==> src/hw/fcdu_pkg.sv <==
// constants, types and register map of the float convert and divide unit
package fcdu_pkg;
  // ==========================================================================
  // register map (byte offsets, one aligned word each)
  localparam logic [6:0] OFF_CMD     = 7'h00;
  localparam logic [6:0] OFF_OPA_LO  = 7'h04;
  localparam logic [6:0] OFF_OPA_HI  = 7'h08;
  localparam logic [6:0] OFF_OPB_LO  = 7'h0C;
  localparam logic [6:0] OFF_OPB_HI  = 7'h10;
  localparam logic [6:0] OFF_RES_LO  = 7'h14;
  localparam logic [6:0] OFF_RES_HI  = 7'h18;
  localparam logic [6:0] OFF_PSW     = 7'h1C;
  localparam logic [6:0] OFF_FLAGS   = 7'h20;
  localparam logic [6:0] OFF_TRAPEN  = 7'h24;
  localparam logic [6:0] OFF_PC      = 7'h28;
  localparam logic [6:0] OFF_FPPC    = 7'h2C;
  localparam logic [6:0] OFF_FPD_LO  = 7'h30;
  localparam logic [6:0] OFF_FPD_HI  = 7'h34;
  localparam logic [6:0] OFF_FCOUNT  = 7'h38;
  localparam logic [6:0] OFF_FADDR   = 7'h3C;
  localparam logic [6:0] OFF_FPAT    = 7'h40;
  // reset values
  localparam logic [4:0] TRAPEN_RST  = 5'h1F;
  localparam logic [1:0] PSW_RM_RST  = 2'h0;
  // ==========================================================================
  // operation codes written to the command register
  localparam logic [3:0] OP_CNVSD  = 4'h0;
  localparam logic [3:0] OP_CNVSW  = 4'h1;
  localparam logic [3:0] OP_CNVTSW = 4'h2;
  localparam logic [3:0] OP_CNVDW  = 4'h3;
  localparam logic [3:0] OP_CNVTDW = 4'h4;
  localparam logic [3:0] OP_CNVWD  = 4'h5;
  localparam logic [3:0] OP_CNVWS  = 4'h6;
  localparam logic [3:0] OP_DIVD   = 4'h7;
  localparam logic [3:0] OP_DIVS   = 4'h8;
  localparam logic [3:0] OP_DIVW   = 4'h9;
  localparam logic [3:0] OP_DIVWU  = 4'hA;
  localparam logic [3:0] OP_INITC  = 4'hB;
  // rounding modes in the processor_status_word field
  localparam logic [1:0] RM_NEAR = 2'h0;
  localparam logic [1:0] RM_UP   = 2'h1;
  localparam logic [1:0] RM_DOWN = 2'h2;
  localparam logic [1:0] RM_ZERO = 2'h3;
  // float flag positions: inexact, underflow, divzero, overflow, invalid
  localparam int FL_X = 0;
  localparam int FL_U = 1;
  localparam int FL_D = 2;
  localparam int FL_V = 3;
  localparam int FL_I = 4;
  // memory fault codes returned with a store
  localparam logic [1:0] MEM_OK = 2'h0;
  // ==========================================================================
  // arithmetic constants
  localparam logic signed [13:0] BIAS_D   = 14'sd1023;
  localparam logic signed [13:0] BIAS_S   = 14'sd127;
  localparam logic signed [13:0] EMIN_D   = -14'sd1022;
  localparam logic signed [13:0] EMIN_S   = -14'sd126;
  localparam logic signed [13:0] EMAXF_D  = 14'sd2047;
  localparam logic signed [13:0] EMAXF_S  = 14'sd255;
  localparam logic [63:0]        QNAN_D   = 64'h7FF8000000000000;
  localparam logic [31:0]        QNAN_S   = 32'h7FC00000;
  localparam logic [31:0]        INT_BAD  = 32'h80000000;
  localparam logic [6:0]         STEPS_INT = 7'd56;
  localparam logic [6:0]         STEPS_FLT = 7'd111;

  typedef enum logic [2:0] {
    ST_IDLE = 3'b000,
    ST_NORM = 3'b001,
    ST_DIV  = 3'b010,
    ST_FIN  = 3'b011,
    ST_FILL = 3'b100
  } fcdu_state_type;

  typedef struct packed {
    logic               sign;
    logic signed [13:0] exp;
    logic [55:0]        sig;
    logic               zero;
    logic               inf;
    logic               nan;
    logic               snan;
  } fcdu_unp_type;
endpackage

==> src/hw/fcdu_top.sv <==
// float convert, divide and string fill execution unit with avalon-mm registers
// Behaviour
// RULE1: single to double widening, invalid flag only
// RULE2: same source and destination register still correct
// RULE3: single to word uses status word rounding
// RULE4: infinity, nan, out of range give invalid
// RULE5: inexact in-range conversion sets inexact and traps
// RULE6: word conversion trap keeps pc, destination undefined
// RULE7: truncating conversions always round toward zero
// RULE8: word to double exact, never traps
// RULE9: word to single rounds, flags inexact, traps
// RULE10: double divide, second over first, five flags
// RULE11: single divide like double, same flags
// RULE12: divide or widen trap keeps pc, destination
// RULE13: signed divide, sign rule, clear flags, zero traps
// RULE14: overflow only for most negative over minus one
// RULE15: signed quotient truncates, consistent with remainder
// RULE16: unsigned divide, flags cleared, zero divisor traps
// RULE17: fill takes count, address, pattern registers
// RULE18: fill stores low byte, steps, rotates eight
// RULE19: software replicates fill value in pattern
// RULE20: fill trap leaves registers restartable
// RULE21: fill reports store faults, zero count stores nothing
module fcdu_top
  import fcdu_pkg::*;
(
  input  wire logic        clk_sys,
  input  wire logic        rstn,
  input  wire logic [6:0]  avs_address,
  input  wire logic        avs_read,
  input  wire logic        avs_write,
  input  wire logic [31:0] avs_writedata,
  output logic      [31:0] avs_readdata,
  output logic             avs_waitrequest,
  output logic      [31:0] mem_address,
  output logic      [7:0]  mem_byte,
  output logic             mem_write,
  input  wire logic        mem_waitrequest,
  input  wire logic [1:0]  mem_fault
);
  // ==========================================================================
  // helper functions
  function automatic fcdu_unp_type unpack(input logic [63:0] v, input logic dbl);
    fcdu_unp_type u;
    logic [10:0]  ef;
    logic [51:0]  fr;
    logic         ones;
    ef = dbl ? v[62:52] : {3'h0, v[30:23]};
    fr = dbl ? v[51:0] : {v[22:0], 29'h0};
    ones = dbl ? (ef == 11'h7FF) : (ef == 11'h0FF);
    u.sign = dbl ? v[63] : v[31];
    u.sig = {ef != 11'h0, fr, 3'h0};
    u.exp = $signed({3'h0, (ef == 11'h0) ? 11'h1 : ef}) - (dbl ? BIAS_D : BIAS_S);
    u.zero = (ef == 11'h0) && (fr == 52'h0);
    u.inf = ones && (fr == 52'h0);
    u.nan = ones && (fr != 52'h0);
    u.snan = u.nan && !fr[51];
    return u;
  endfunction

  // rounding increment for a given mode, sign, lsb, guard and sticky
  function automatic logic rinc(input logic [1:0] rm, input logic s, input logic lsb,
                                input logic g, input logic st);
    logic r;
    case (rm)
      RM_NEAR: r = g & (st | lsb);
      RM_UP:   r = ~s & (g | st);
      RM_DOWN: r = s & (g | st);
      default: r = 1'b0;
    endcase
    return r;
  endfunction

  // round and pack; result is {inexact, overflow, underflow, value}
  function automatic logic [66:0] rpack(input logic s, input logic signed [13:0] e,
                                        input logic [55:0] sg, input logic stk,
                                        input logic dbl, input logic [1:0] rm);
    logic signed [13:0] emin;
    logic signed [13:0] dn;
    logic signed [13:0] bz;
    logic [6:0]         t;
    logic [63:0]        m;
    logic [63:0]        mm;
    logic [53:0]        r;
    logic [63:0]        v;
    logic               den;
    logic               g;
    logic               st;
    logic               cy;
    logic               ov;
    logic               toinf;
    emin = dbl ? EMIN_D : EMIN_S;
    den = e < emin;
    dn = emin - e;
    t = (dbl ? 7'd0 : 7'd29) + (den ? ((dn > 14'sd63) ? 7'd63 : dn[6:0]) : 7'd0);
    if (t > 7'd63) t = 7'd63;
    m = {sg, 8'h00};
    mm = m >> t;
    g = mm[10];
    st = (|mm[9:0]) | (|(m << (7'd64 - t))) | stk;
    r = {1'b0, mm[63:11]} + {53'h0, rinc(rm, s, mm[11], g, st)};
    cy = dbl ? r[53] : r[24];
    if (cy) r = r >> 1;
    if (den) bz = {13'h0, dbl ? r[52] : r[23]};
    else bz = e + {13'h0, cy} + (dbl ? BIAS_D : BIAS_S);
    ov = ~den & (bz >= (dbl ? EMAXF_D : EMAXF_S));
    toinf = (rm == RM_NEAR) | ((rm == RM_UP) & ~s) | ((rm == RM_DOWN) & s);
    if (ov && dbl) v = toinf ? {s, 11'h7FF, 52'h0} : {s, 11'h7FE, {52{1'b1}}};
    else if (ov) v = toinf ? {32'h0, s, 8'hFF, 23'h0} : {32'h0, s, 8'hFE, {23{1'b1}}};
    else if (dbl) v = {s, bz[10:0], r[51:0]};
    else v = {32'h0, s, bz[7:0], r[22:0]};
    return {g | st | ov, ov, den & (g | st), v};
  endfunction

  // ==========================================================================
  // state and software-visible registers
  fcdu_state_type st;
  fcdu_unp_type   ua;
  fcdu_unp_type   ub;
  logic [3:0]     op;
  logic [1:0]     rm_eff;
  logic [56:0]    rem;
  logic [55:0]    qt;
  logic [6:0]     cnt;
  logic [31:0]    op_a_lo;
  logic [31:0]    op_a_hi;
  logic [31:0]    op_b_lo;
  logic [31:0]    op_b_hi;
  logic [63:0]    res;
  logic [1:0]     processor_status_word;
  logic [4:0]     flags;
  logic [4:0]     trap_en;
  logic [31:0]    insn_pc;
  logic [31:0]    fp_pc;
  logic [63:0]    fp_dest;
  logic [31:0]    fill_count;
  logic [31:0]    fill_addr;
  logic [31:0]    fill_pat;
  logic           trap;
  logic [8:0]     cause;
  logic [3:0]     cond;
  logic           rd_done;

  // ==========================================================================
  // bus decode
  wire logic [4:0] idx = avs_address[6:2];
  wire logic busy = st != ST_IDLE;
  // writes stall while busy so operands and fill registers never see two writers
  wire logic wr_ok = avs_write & ~busy;
  wire logic sel_cmd = idx == OFF_CMD[6:2];
  wire logic sel_flags = idx == OFF_FLAGS[6:2];
  wire logic start = wr_ok & sel_cmd & (avs_writedata[3:0] <= OP_INITC);
  wire logic [3:0] new_op = avs_writedata[3:0];
  assign avs_waitrequest = (avs_read & ~rd_done) | (avs_write & busy);

  wire logic [31:0] status = {15'h0, cause, cond, 2'h0, trap, busy};
  wire logic [31:0] rd_mux =
    sel_cmd                    ? status :
    (idx == OFF_OPA_LO[6:2])   ? op_a_lo :
    (idx == OFF_OPA_HI[6:2])   ? op_a_hi :
    (idx == OFF_OPB_LO[6:2])   ? op_b_lo :
    (idx == OFF_OPB_HI[6:2])   ? op_b_hi :
    (idx == OFF_RES_LO[6:2])   ? res[31:0] :
    (idx == OFF_RES_HI[6:2])   ? res[63:32] :
    (idx == OFF_PSW[6:2])      ? {30'h0, processor_status_word} :
    sel_flags                  ? {27'h0, flags} :
    (idx == OFF_TRAPEN[6:2])   ? {27'h0, trap_en} :
    (idx == OFF_PC[6:2])       ? insn_pc :
    (idx == OFF_FPPC[6:2])     ? fp_pc :
    (idx == OFF_FPD_LO[6:2])   ? fp_dest[31:0] :
    (idx == OFF_FPD_HI[6:2])   ? fp_dest[63:32] :
    (idx == OFF_FCOUNT[6:2])   ? fill_count :
    (idx == OFF_FADDR[6:2])    ? fill_addr :
    (idx == OFF_FPAT[6:2])     ? fill_pat : 32'h0;

  // ==========================================================================
  // operation start decode
  wire logic [63:0] opa = {op_a_hi, op_a_lo};
  wire logic a_dbl = (new_op == OP_CNVDW) | (new_op == OP_CNVTDW) | (new_op == OP_DIVD);
  wire logic new_int2f = (new_op == OP_CNVWD) | (new_op == OP_CNVWS);
  wire logic new_idiv = (new_op == OP_DIVW) | (new_op == OP_DIVWU);
  wire logic new_sgn = new_op == OP_DIVW;
  // magnitudes; the most negative word keeps its bit pattern as 2^31 unsigned
  wire logic [31:0] abs_a = (new_sgn | new_int2f) & op_a_lo[31] ? -op_a_lo : op_a_lo;
  wire logic [31:0] abs_b = new_sgn & op_b_lo[31] ? -op_b_lo : op_b_lo;
  fcdu_unp_type up_a;
  fcdu_unp_type up_b;
  always_comb begin
    up_a = unpack(opa, a_dbl);
    up_b = unpack({op_b_hi, op_b_lo}, new_op == OP_DIVD);
    if (new_int2f) begin
      up_a.sign = op_a_lo[31];
      up_a.exp = 14'sd31;
      up_a.sig = {abs_a, 24'h0};
      up_a.zero = op_a_lo == 32'h0;
      up_a.inf = 1'b0;
      up_a.nan = 1'b0;
      up_a.snan = 1'b0;
    end
    if (new_idiv) up_a.sig = {24'h0, abs_a};
  end
  // truncating conversions ignore the status word mode
  wire logic [1:0] new_rm = ((new_op == OP_CNVTSW) | (new_op == OP_CNVTDW)) ? RM_ZERO :
                            processor_status_word; // RULE3 RULE7

  // ==========================================================================
  // normalise and divide datapath
  wire logic norm_a = (ua.sig != 56'h0) & ~ua.sig[55];
  wire logic norm_b = (ub.sig != 56'h0) & ~ub.sig[55];
  wire logic is_fdiv = (op == OP_DIVD) | (op == OP_DIVS);
  wire logic is_idiv = (op == OP_DIVW) | (op == OP_DIVWU);
  // long division: shift one dividend bit in, subtract when the divisor fits
  wire logic [56:0] rem_sh = {rem[55:0], qt[55]};
  wire logic        q_bit = rem_sh >= {1'b0, ua.sig};
  wire logic [56:0] rem_nx = q_bit ? rem_sh - {1'b0, ua.sig} : rem_sh; // RULE10 RULE13
  wire logic signed [13:0] ediv = ub.exp - ua.exp;

  // ==========================================================================
  // rounding inputs: quotient for divides, source value for conversions
  wire logic               rp_s = is_fdiv ? ua.sign ^ ub.sign : ua.sign;
  wire logic signed [13:0] rp_e = is_fdiv ? (qt[55] ? ediv : ediv - 14'sd1) : ua.exp;
  wire logic [55:0]        rp_sg = is_fdiv ? (qt[55] ? qt : {qt[54:0], 1'b0}) : ua.sig;
  wire logic rp_dbl = (op == OP_DIVD) | (op == OP_CNVSD) | (op == OP_CNVWD);
  wire logic [66:0] rp = rpack(rp_s, rp_e, rp_sg, is_fdiv & (rem != 57'h0), rp_dbl, rm_eff);

  // float to word: align the significand so the binary point sits at bit 64
  wire logic signed [13:0] fi_d = 14'sd55 - ua.exp;
  wire logic [119:0] fi_x = {ua.sig, 64'h0} >> fi_d[6:0];
  wire logic fi_tiny = ua.exp < -14'sd1;
  wire logic fi_big = ua.exp > 14'sd31;
  wire logic [32:0] fi_mag = fi_tiny | fi_big ? 33'h0 : fi_x[96:64];
  wire logic fi_g = ~fi_tiny & fi_x[63];
  wire logic fi_st = fi_tiny ? (ua.sig != 56'h0) : (|fi_x[62:0]);
  wire logic [32:0] fi_mg = fi_mag + {32'h0, rinc(rm_eff, ua.sign, fi_mag[0], fi_g, fi_st)};
  wire logic [32:0] fi_lim = ua.sign ? {2'h0, INT_BAD[30:0] + 31'h0} + 33'h080000000
                                     : 33'h07FFFFFFF;
  wire logic fi_bad = fi_big | ua.nan | ua.inf | (fi_mg > fi_lim); // RULE4
  wire logic [31:0] fi_val = ua.sign ? 32'h0 - fi_mg[31:0] : fi_mg[31:0];

  // integer quotient sign: positive when operand signs agree
  wire logic [31:0] iq = qt[31:0];
  wire logic iq_neg = (op == OP_DIVW) & (op_a_lo[31] ^ op_b_lo[31]);
  wire logic idiv_ovf = (op == OP_DIVW) & (op_b_lo == INT_BAD) & (op_a_lo == 32'hFFFFFFFF);

  // ==========================================================================
  // completion: result, raised flags and trap decision
  logic [63:0] fin_res;
  logic [4:0]  fin_fl;
  logic        fin_div0;
  logic [3:0]  fin_cond;
  logic        fin_keep;
  wire logic   sq = ua.sign ^ ub.sign;
  wire logic   dz = ua.zero & ub.zero;
  wire logic   di = ua.inf & ub.inf;
  always_comb begin
    fin_res = {op_b_hi, op_b_lo};
    fin_fl = 5'h0;
    fin_div0 = 1'b0;
    fin_cond = 4'h0;
    fin_keep = 1'b1;
    case (op)
      OP_CNVSD: begin
        fin_fl[FL_I] = ua.snan; // RULE1
        if (ua.nan) fin_res = {ua.sign, 11'h7FF, 1'b1, ua.sig[53:3]};
        else if (ua.inf) fin_res = {ua.sign, 11'h7FF, 52'h0};
        else if (ua.zero) fin_res = {ua.sign, 63'h0};
        else fin_res = rp[63:0];
      end
      OP_CNVSW, OP_CNVTSW, OP_CNVDW, OP_CNVTDW: begin
        fin_keep = 1'b0; // RULE6
        fin_fl[FL_I] = fi_bad; // RULE4
        fin_fl[FL_X] = ~fi_bad & (fi_g | fi_st); // RULE5
        fin_res = {32'h0, fi_bad ? INT_BAD : fi_val};
      end
      OP_CNVWD: fin_res = ua.zero ? 64'h0 : rp[63:0]; // RULE8
      OP_CNVWS: begin
        fin_res = ua.zero ? 64'h0 : rp[63:0];
        fin_fl[FL_X] = ~ua.zero & rp[66]; // RULE9
      end
      OP_DIVD, OP_DIVS: begin
        if (ua.nan | ub.nan | dz | di) begin
          fin_fl[FL_I] = ua.snan | ub.snan | (~ua.nan & ~ub.nan); // RULE10 RULE11
          fin_res = rp_dbl ? QNAN_D : {32'h0, QNAN_S};
        end else if (ub.inf | ua.zero) begin
          fin_fl[FL_D] = ua.zero & ~ub.inf;
          fin_res = rp_dbl ? {sq, 11'h7FF, 52'h0} : {32'h0, sq, 8'hFF, 23'h0};
        end else if (ub.zero | ua.inf) begin
          fin_res = rp_dbl ? {sq, 63'h0} : {32'h0, sq, 31'h0};
        end else begin
          fin_fl[FL_X] = rp[66];
          fin_fl[FL_V] = rp[65];
          fin_fl[FL_U] = rp[64];
          fin_res = rp[63:0];
        end
      end
      default: begin
        // divide word: quotient truncates toward zero, matching remainder
        fin_keep = 1'b0;
        fin_div0 = op_a_lo == 32'h0; // RULE13 RULE16
        fin_cond[1] = idiv_ovf; // RULE14
        if (!fin_div0) fin_res = {op_b_hi, iq_neg ? 32'h0 - iq : iq}; // RULE15
      end
    endcase
  end
  wire logic fin_trap = (|(fin_fl & trap_en)) | fin_div0;

  // ==========================================================================
  // string fill handshake
  assign mem_write = (st == ST_FILL) & (fill_count != 32'h0); // RULE21
  wire logic st_done = mem_write & ~mem_waitrequest;
  wire logic st_fault = st_done & (mem_fault != MEM_OK);

  // ==========================================================================
  // bus read data: one wait cycle so read data always comes from a flop
  always_ff @(posedge clk_sys or negedge rstn) begin
    if (!rstn) begin
      rd_done <= 1'b0;
      avs_readdata <= 32'h0;
    end else begin
      rd_done <= avs_read & ~rd_done;
      if (avs_read & ~rd_done) avs_readdata <= rd_mux;
    end
  end

  // software-only registers
  always_ff @(posedge clk_sys or negedge rstn) begin
    if (!rstn) begin
      op_a_lo <= 32'h0;
      op_a_hi <= 32'h0;
      op_b_lo <= 32'h0;
      op_b_hi <= 32'h0;
      processor_status_word <= PSW_RM_RST;
      trap_en <= TRAPEN_RST;
      insn_pc <= 32'h0;
    end else if (wr_ok) begin
      if (idx == OFF_OPA_LO[6:2]) op_a_lo <= avs_writedata;
      if (idx == OFF_OPA_HI[6:2]) op_a_hi <= avs_writedata;
      if (idx == OFF_OPB_LO[6:2]) op_b_lo <= avs_writedata;
      if (idx == OFF_OPB_HI[6:2]) op_b_hi <= avs_writedata;
      if (idx == OFF_PSW[6:2]) processor_status_word <= avs_writedata[1:0];
      if (idx == OFF_TRAPEN[6:2]) trap_en <= avs_writedata[4:0];
      if (idx == OFF_PC[6:2]) insn_pc <= avs_writedata;
    end
  end

  // accrued flags: write one to clear, a flag raised in the same cycle stays set
  wire logic [4:0] flag_clr = (wr_ok & sel_flags) ? avs_writedata[4:0] : 5'h0;
  wire logic [4:0] flag_set = (st == ST_FIN) ? fin_fl : 5'h0;
  always_ff @(posedge clk_sys or negedge rstn) begin
    if (!rstn) flags <= 5'h0;
    else flags <= (flags & ~flag_clr) | flag_set;
  end

  // sequencer: idle, normalise, divide loop, finish, string fill
  always_ff @(posedge clk_sys or negedge rstn) begin
    if (!rstn) begin
      st <= ST_IDLE;
      op <= OP_CNVSD;
      rm_eff <= RM_NEAR;
      ua <= '0;
      ub <= '0;
      rem <= 57'h0;
      qt <= 56'h0;
      cnt <= 7'h0;
    end else begin
      case (st)
        ST_IDLE: if (start) begin
          // operands are latched here, so a shared source and destination is safe
          op <= new_op; // RULE2
          rm_eff <= new_rm;
          ua <= up_a;
          ub <= up_b;
          rem <= 57'h0;
          qt <= {24'h0, abs_b};
          cnt <= STEPS_INT;
          st <= (new_op == OP_INITC) ? ST_FILL : new_idiv ? ST_DIV : ST_NORM; // RULE17
        end
        ST_NORM: begin
          if (norm_a) begin
            ua.sig <= {ua.sig[54:0], 1'b0};
            ua.exp <= ua.exp - 14'sd1;
          end
          if (norm_b) begin
            ub.sig <= {ub.sig[54:0], 1'b0};
            ub.exp <= ub.exp - 14'sd1;
          end
          if (!norm_a && !norm_b) begin
            qt <= ub.sig;
            cnt <= STEPS_FLT;
            st <= is_fdiv ? ST_DIV : ST_FIN;
          end
        end
        ST_DIV: begin
          rem <= rem_nx;
          qt <= {qt[54:0], q_bit};
          cnt <= cnt - 7'd1;
          if (cnt == 7'd1) st <= ST_FIN;
        end
        ST_FIN: st <= ST_IDLE;
        default: if (fill_count == 32'h0 || st_fault) st <= ST_IDLE;
      endcase
    end
  end

  // results, status and floating trap context
  always_ff @(posedge clk_sys or negedge rstn) begin
    if (!rstn) begin
      res <= 64'h0;
      trap <= 1'b0;
      cause <= 9'h0;
      cond <= 4'h0;
      fp_pc <= 32'h0;
      fp_dest <= 64'h0;
    end else if (start) begin
      trap <= 1'b0;
      cause <= 9'h0;
    end else if (st == ST_FIN) begin
      res <= fin_res;
      trap <= fin_trap;
      cause <= {3'h0, fin_div0, fin_fl};
      cond <= fin_cond;
      if (fin_trap & ~fin_div0) begin
        fp_pc <= insn_pc; // RULE6 RULE12
        fp_dest <= fin_keep ? {op_b_hi, op_b_lo} : 64'h0; // RULE12
      end
    end else if (st_fault) begin
      trap <= 1'b1; // RULE21
      cause <= {mem_fault == 2'h3, mem_fault == 2'h2, mem_fault == 2'h1, 6'h0};
    end
  end

  // fill registers: software loads them, each store that completes without a fault advances them
  always_ff @(posedge clk_sys or negedge rstn) begin
    if (!rstn) begin
      fill_count <= 32'h0;
      fill_addr <= 32'h0;
      fill_pat <= 32'h0;
    end else if (wr_ok) begin
      if (idx == OFF_FCOUNT[6:2]) fill_count <= avs_writedata;
      if (idx == OFF_FADDR[6:2]) fill_addr <= avs_writedata;
      if (idx == OFF_FPAT[6:2]) fill_pat <= avs_writedata;
    end else if (st_done && !st_fault) begin
      // a faulting store leaves all three untouched so a restart resumes here
      fill_count <= fill_count - 32'h1; // RULE18 RULE20
      fill_addr <= fill_addr + 32'h1;
      fill_pat <= {fill_pat[7:0], fill_pat[31:8]};
    end
  end

  // store port presents the current address and low pattern byte
  assign mem_address = fill_addr; // RULE18
  assign mem_byte = fill_pat[7:0];
endmodule

==> config.mk <==
export PLATFORM = sky130hd
export DESIGN_NAME = fcdu_top
export DESIGN_NICKNAME = d
export VERILOG_FILES = /design/src/hw/fcdu_pkg.sv /design/src/hw/fcdu_top.sv
export SDC_FILE = /design/constraint.sdc
export NUM_CORES = 2
export LEC_CHECK = 0
export ABC_AREA = 1
export BUFFER_PORTS_ARGS = -buffer_cell sky130_fd_sc_hd__buf_4
export CORE_ASPECT_RATIO = 1.25
export CORE_MARGIN = 1.5
export CORE_UTILIZATION = 50
export DETAILED_ROUTE_END_ITERATION = 12
export GPL_TIMING_DRIVEN = 0
export PLACE_DENSITY = 0.66
export SLEW_MARGIN = 20
export SYNTH_ARGS = -nofsm -noshare
export SYNTH_HDL_FRONTEND = slang
export SYNTH_SLANG_ARGS = --single-unit
==> constraint.sdc <==
create_clock -name clk_sys -period 17.5 [get_ports clk_sys]
set_clock_uncertainty 0.2 [all_clocks]
set_input_delay 4.375 -clock clk_sys [delete_from_list [all_inputs] [get_ports clk_sys]]
set_output_delay 4.375 -clock clk_sys [all_outputs]
set_load 0.005 [all_outputs]
==> metrics.yaml, run 1 <==
clock_tree:
  cts_root_buffer: "clkbuf_16"
  cts_hold_buf: 0
  numCtsBuffers: 77
  htree_levels: 3
  clock_path_buffers: 3
  numClockSinks: 748
outcome:
  status: "aborted with a tool error"
  error: "[ERROR GRT-0116] Global routing finished with congestion. Check the congestion regions in the DRC Viewer."
  haltStage: "5_1_grt"
placement:
  place_area_mm2: 0.0679
  gp_congestion: 1.23
  place_ws_ps: -1170
  portBuffers: 117
  dpl.hpwl_um: 308000
grt:
  grt_start_max_net_pins: 103
  first_global_vias: 81300
  grt_use_total: 0.643
  grt_pass1_wl_um: 614000
  grt_overflow_total: 19
die:
  start_util: 0.503
  chipHeight_um: 405
  rows: 147
  die_width_um: 324
  io_pins: 120
synth:
  synth_mux_area_frac: 0.00827
  synth_seq_cells: 748
  synthSimpleGateAreaFrac: 0.321
  netlist_area_mm2: 0.0646
  synth_top_area_frac: 0.288
  synth_edf_count: 0
  netlist_instances: 10100
  ys.warnings.count: 0
  synth_top_cell_by_area: "dfrtp_1"
  ys_async_sr_fraction: 1.00
  synth-compound-area-share: 0.213
  synth.avg_cell_area_um2: 6.40
  synth_adder_area_share: 0.0293
  synth_top_flop_cell: "dfrtp_1"
  netlist_top_cells_count: "nand2_1 (2607), o21ai_0 (1178), inv_1 (986)"
  seq_area_frac_synth: 0.290
  synth.distinct_cells: 83
  synth_most_common_cell: "nand2_1"
  synth-xor-area-share: 0.0367
  synthesis.nets: 10300
  synth_top_family_by_area: "simple AND/OR/NAND/NOR gates"
  synth.area.top_cells: "dfrtp_1 (29%), nand2_1 (15%), o21ai_0 (9.1%), nand3_1 (6.7%), inv_1 (5.7%)"
through the flow:
stage | utilization | std cells
after detailed placement | 0.529 | 11900
after global placement | 0.527 | 11900
after floorplan | - | 10100
after CTS | 0.550 | 12100
layer usage:
| layer | GRT overflow | GRT usage |
|---|---|---|
| met4 | 8 | 0.632 |
| met1 | 0 | 0.666 |
| met5 | 0 | 0.0929 |
| met2 | 11 | 0.868 |
| met3 | 0 | 0.393 |
repair_timing:
item                       in CTS
setup endpoints to repair     163
buffers inserted                4
resized for setup               9
pin swaps                       1
hold endpoints to repair        0
kinds of logic after synthesis:
group	after synthesis
AO/OA/AOI/OAI	2421
XOR/XNOR	270
adder cells (fa/ha/maj)	150
buffers and inverters	1621
flip-flops	748
multiplexers	53
AND/OR/NAND/NOR	4833
==> run 2: changes to the inputs <==
--- a/config.mk
+++ b/config.mk
@@ -7,12 +7,11 @@
 export LEC_CHECK = 0
 export ABC_AREA = 1
 export BUFFER_PORTS_ARGS = -buffer_cell sky130_fd_sc_hd__buf_4
-export CORE_ASPECT_RATIO = 1.25
 export CORE_MARGIN = 1.5
-export CORE_UTILIZATION = 50
+export CORE_UTILIZATION = 35
 export DETAILED_ROUTE_END_ITERATION = 12
 export GPL_TIMING_DRIVEN = 0
-export PLACE_DENSITY = 0.66
+export PLACE_DENSITY_LB_ADDON = 0.15
 export SLEW_MARGIN = 20
 export SYNTH_ARGS = -nofsm -noshare
 export SYNTH_HDL_FRONTEND = slang
==> run 2 against run 1 <==
The run now ends clean. Area after synthesis unchanged. Synthesized cell count stayed put.
==> metrics.yaml, run 2 <==
synth:
  synth_most_common_cell: "nand2_1"  # unchanged
  netlist_area_mm2: 0.0646  # unchanged
  synth_edf_count: 0  # unchanged
  synth.area.top_cells: "dfrtp_1 (29%), nand2_1 (15%), o21ai_0 (9.1%), nand3_1 (6.7%), inv_1 (5.7%)"  # unchanged
  ys.warnings.count: 0  # unchanged
  synth_top_area_frac: 0.288  # unchanged
  synthesis.nets: 10300  # unchanged
  synth_top_flop_cell: "dfrtp_1"  # unchanged
  synth_seq_cells: 748  # unchanged
  ys_async_sr_fraction: 1.00  # unchanged
  netlist_top_cells_count: "nand2_1 (2607), o21ai_0 (1178), inv_1 (986)"  # unchanged
  netlist_instances: 10100  # unchanged
  seq_area_frac_synth: 0.290  # unchanged
  synth.avg_cell_area_um2: 6.40  # unchanged
  synth_top_cell_by_area: "dfrtp_1"  # unchanged
  synth.distinct_cells: 83  # unchanged
grt:
  grt_start_max_net_pins: 129
  grt_pass1_wl_um: 581000
  first_global_vias: 72500
  grt_antenna_before_repair: 30
  grt_overflow_total: 0
  grt_use_total: 0.443
finish:
  final_cell_mix: "nand2_1 (2605), o21ai_0 (1159), inv_1 (985)"
  final.fill_count: 20100
  num-nets-final: 10500
  mostFrequentLayoutCell: "nand2_1"
  area_growth_pct: 12.0
  layout-drive-gt1-share: 0.0699
  fin_util: 0.395
  top_register: "ua"
  largest_register_ffs: 75
  seqCellArea_mm2: 0.0187
  multiInputGateArea_mm2: 0.0393
  largestRegisters: "ua x75, ub x72"
route:
  drc_errors: 0
  drtIter0Drc: 11000
  dr.pass1.iters: 9
  vias_per_cell: 6.11
  vias: 78700
  wl_per_cell_um: 33.2
  wl_um: 427000
  drtAntennaViolNets: 0
sta:
  worst_slew_pin_slew_ps: 1310
  min_period_ps: 16650
  finalCritPeriodShare: 0.951
  finalHoldViolCount: 0
  holdWs_ps: 270
  fin_ws_ps: 849
  finalMaxSlewViolations: 0
  fmaxAchievable_mhz: 60.1
  maxSlewHeadroom: 0.117
  tns_ps: 0
  setup_viol_count_final: 0
  rsz0062_at_grt: "false"
clock_tree:
  clock_path_buffers: 3  # unchanged
  numClockSinks: 748  # unchanged
  htree_levels: 3  # unchanged
  cts_tree: "done"
  cts_root_buffer: "clkbuf_16"  # unchanged
  clkSlewWorstSetupHoldPaths_ps: 60
  cts_hold_buf: 0  # unchanged
  clk-insertion-delay-late_ps: 780
  numCtsBuffers: 90  # was 77
die:
  io_pins: 120  # unchanged
  start_util: 0.352  # was 0.503
  chipHeight_um: 433  # was 405 um
  coreArea_mm2: 0.183
  die_area_mm2: 0.187
  die_width_um: 433  # was 324 um
  rows: 157  # was 147
placement:
  portBuffers: 117  # unchanged
  dpl.hpwl_um: 352000  # was 308000 um
  gp_congestion: 1.13  # was 1.23
  place_ws_ps: -2280  # was -1170 ps
hold_path:
  worstHoldPathCells: 2
  worstHoldStart: "fp_dest[3]$_DFFE_PN0P_"
  worstHoldPathType: "flip-flop to flip-flop"
  whs_endpoint: "fp_dest[3]$_DFFE_PN0P_"
worst_setup_path:
  r2r-start: "ua[61]$_DFFE_PN0P_"
  critPathKind: "flip-flop to flip-flop"
  reg2regPathDepth: 89
  rrSetupSlack_ps: 850
  cpPeakStageDelay_ps: 620
  critical_path_arrival_ps: 17080
  cp_slowest_cell: "o21ai_0"
  worstReg2RegEnd: "res[62]$_DFFE_PN0P_"
  critPathRequiredTime_ps: 17930
  critical_path.endpoint_type: "flip-flop"
  crit_top_cell: "nand2_1"
  cp-start-kind: "flip-flop"
  crit_fanout: 11
job:
  max-cap-violations: 0
outcome:
  status: "complete, no violations"  # was aborted with a tool error
-- run 2: cell families after synthesis --
logic type / count (synthesis) / share of synthesized area
compound gates: 2421 / 0.213
xor+xnor: 270 / 0.0367
fa+ha+maj: 150 / 0.0293
buf+inv: 1621 / 0.103
flops: 748 / 0.290
mux: 53 / 0.00827
simple gates: 4833 / 0.321
-- run 2: final cells by class --
type / count / share of cell area
flip-flops and latches: 748 / 0.259
diodes: 18 / 0.000623
multi-input cells: 7727 / 0.544
clock inverters: 53 / 0.0106
well taps: 2464 / 0.0426
inverters: 1046 / 0.0544
plain buffers: 568 / 0.0377
repair buffers: 139 / 0.0173
clock buffers: 111 / 0.0340
-- run 2: how the worst max path moves through the flow --
stage,startpoint,endpoint,depth (start not counted)
2_1_floorplan,ua[63]$_DFFE_PN0P_,fp_pc[0]$_DFFE_PN0P_,94
3_3_place_gp,ua[63]$_DFFE_PN0P_,res[41]$_DFFE_PN0P_,94
3_5_place_dp,ua[63]$_DFFE_PN0P_,res[41]$_DFFE_PN0P_,95
4_1_cts,ua[63]$_DFFE_PN0P_,res[41]$_DFFE_PN0P_,91
5_1_grt,ua[62]$_DFFE_PN0P_,fp_dest[58]$_DFFE_PN0P_,95
6_report,ua[61]$_DFFE_PN0P_,res[62]$_DFFE_PN0P_,89
-- run 2: layer usage --
metal	track usage	share of wire
met5	0	0.00021
met3	0.109	0.10
met2	0.666	0.42
met1	0.540	0.38
met4	0.347	0.095
-- run 2: worst max-delay path: cells and delay by family (launching register included) --
kind	cells	cell delay [ps]
buf+inv	19	3430
fa+ha+maj	9	2580
xor+xnor	2	300
simple gates	43	5780
compound gates	16	3660
flops	1	550
-- run 2: per-stage QoR --
step	instances	area, um2
5_1_grt	12900	72300
6_report	12900	72300
4_1_cts	12900	72200
2_1_floorplan	10100	64600
3_5_place_dp	12700	68900
3_3_place_gp	12700	68500
-- run 2: timing repair --
action | 4_1_cts | 5_1_grt
buffers inserted | 1 | 5
setup endpoints to repair | 164 | 164
pin swaps | 1 | 2
resized for setup | 26 | 20
Power of run 2 is not shown: default switching activity piles up to over one toggle a cycle in this logic, so the estimate is an artifact.
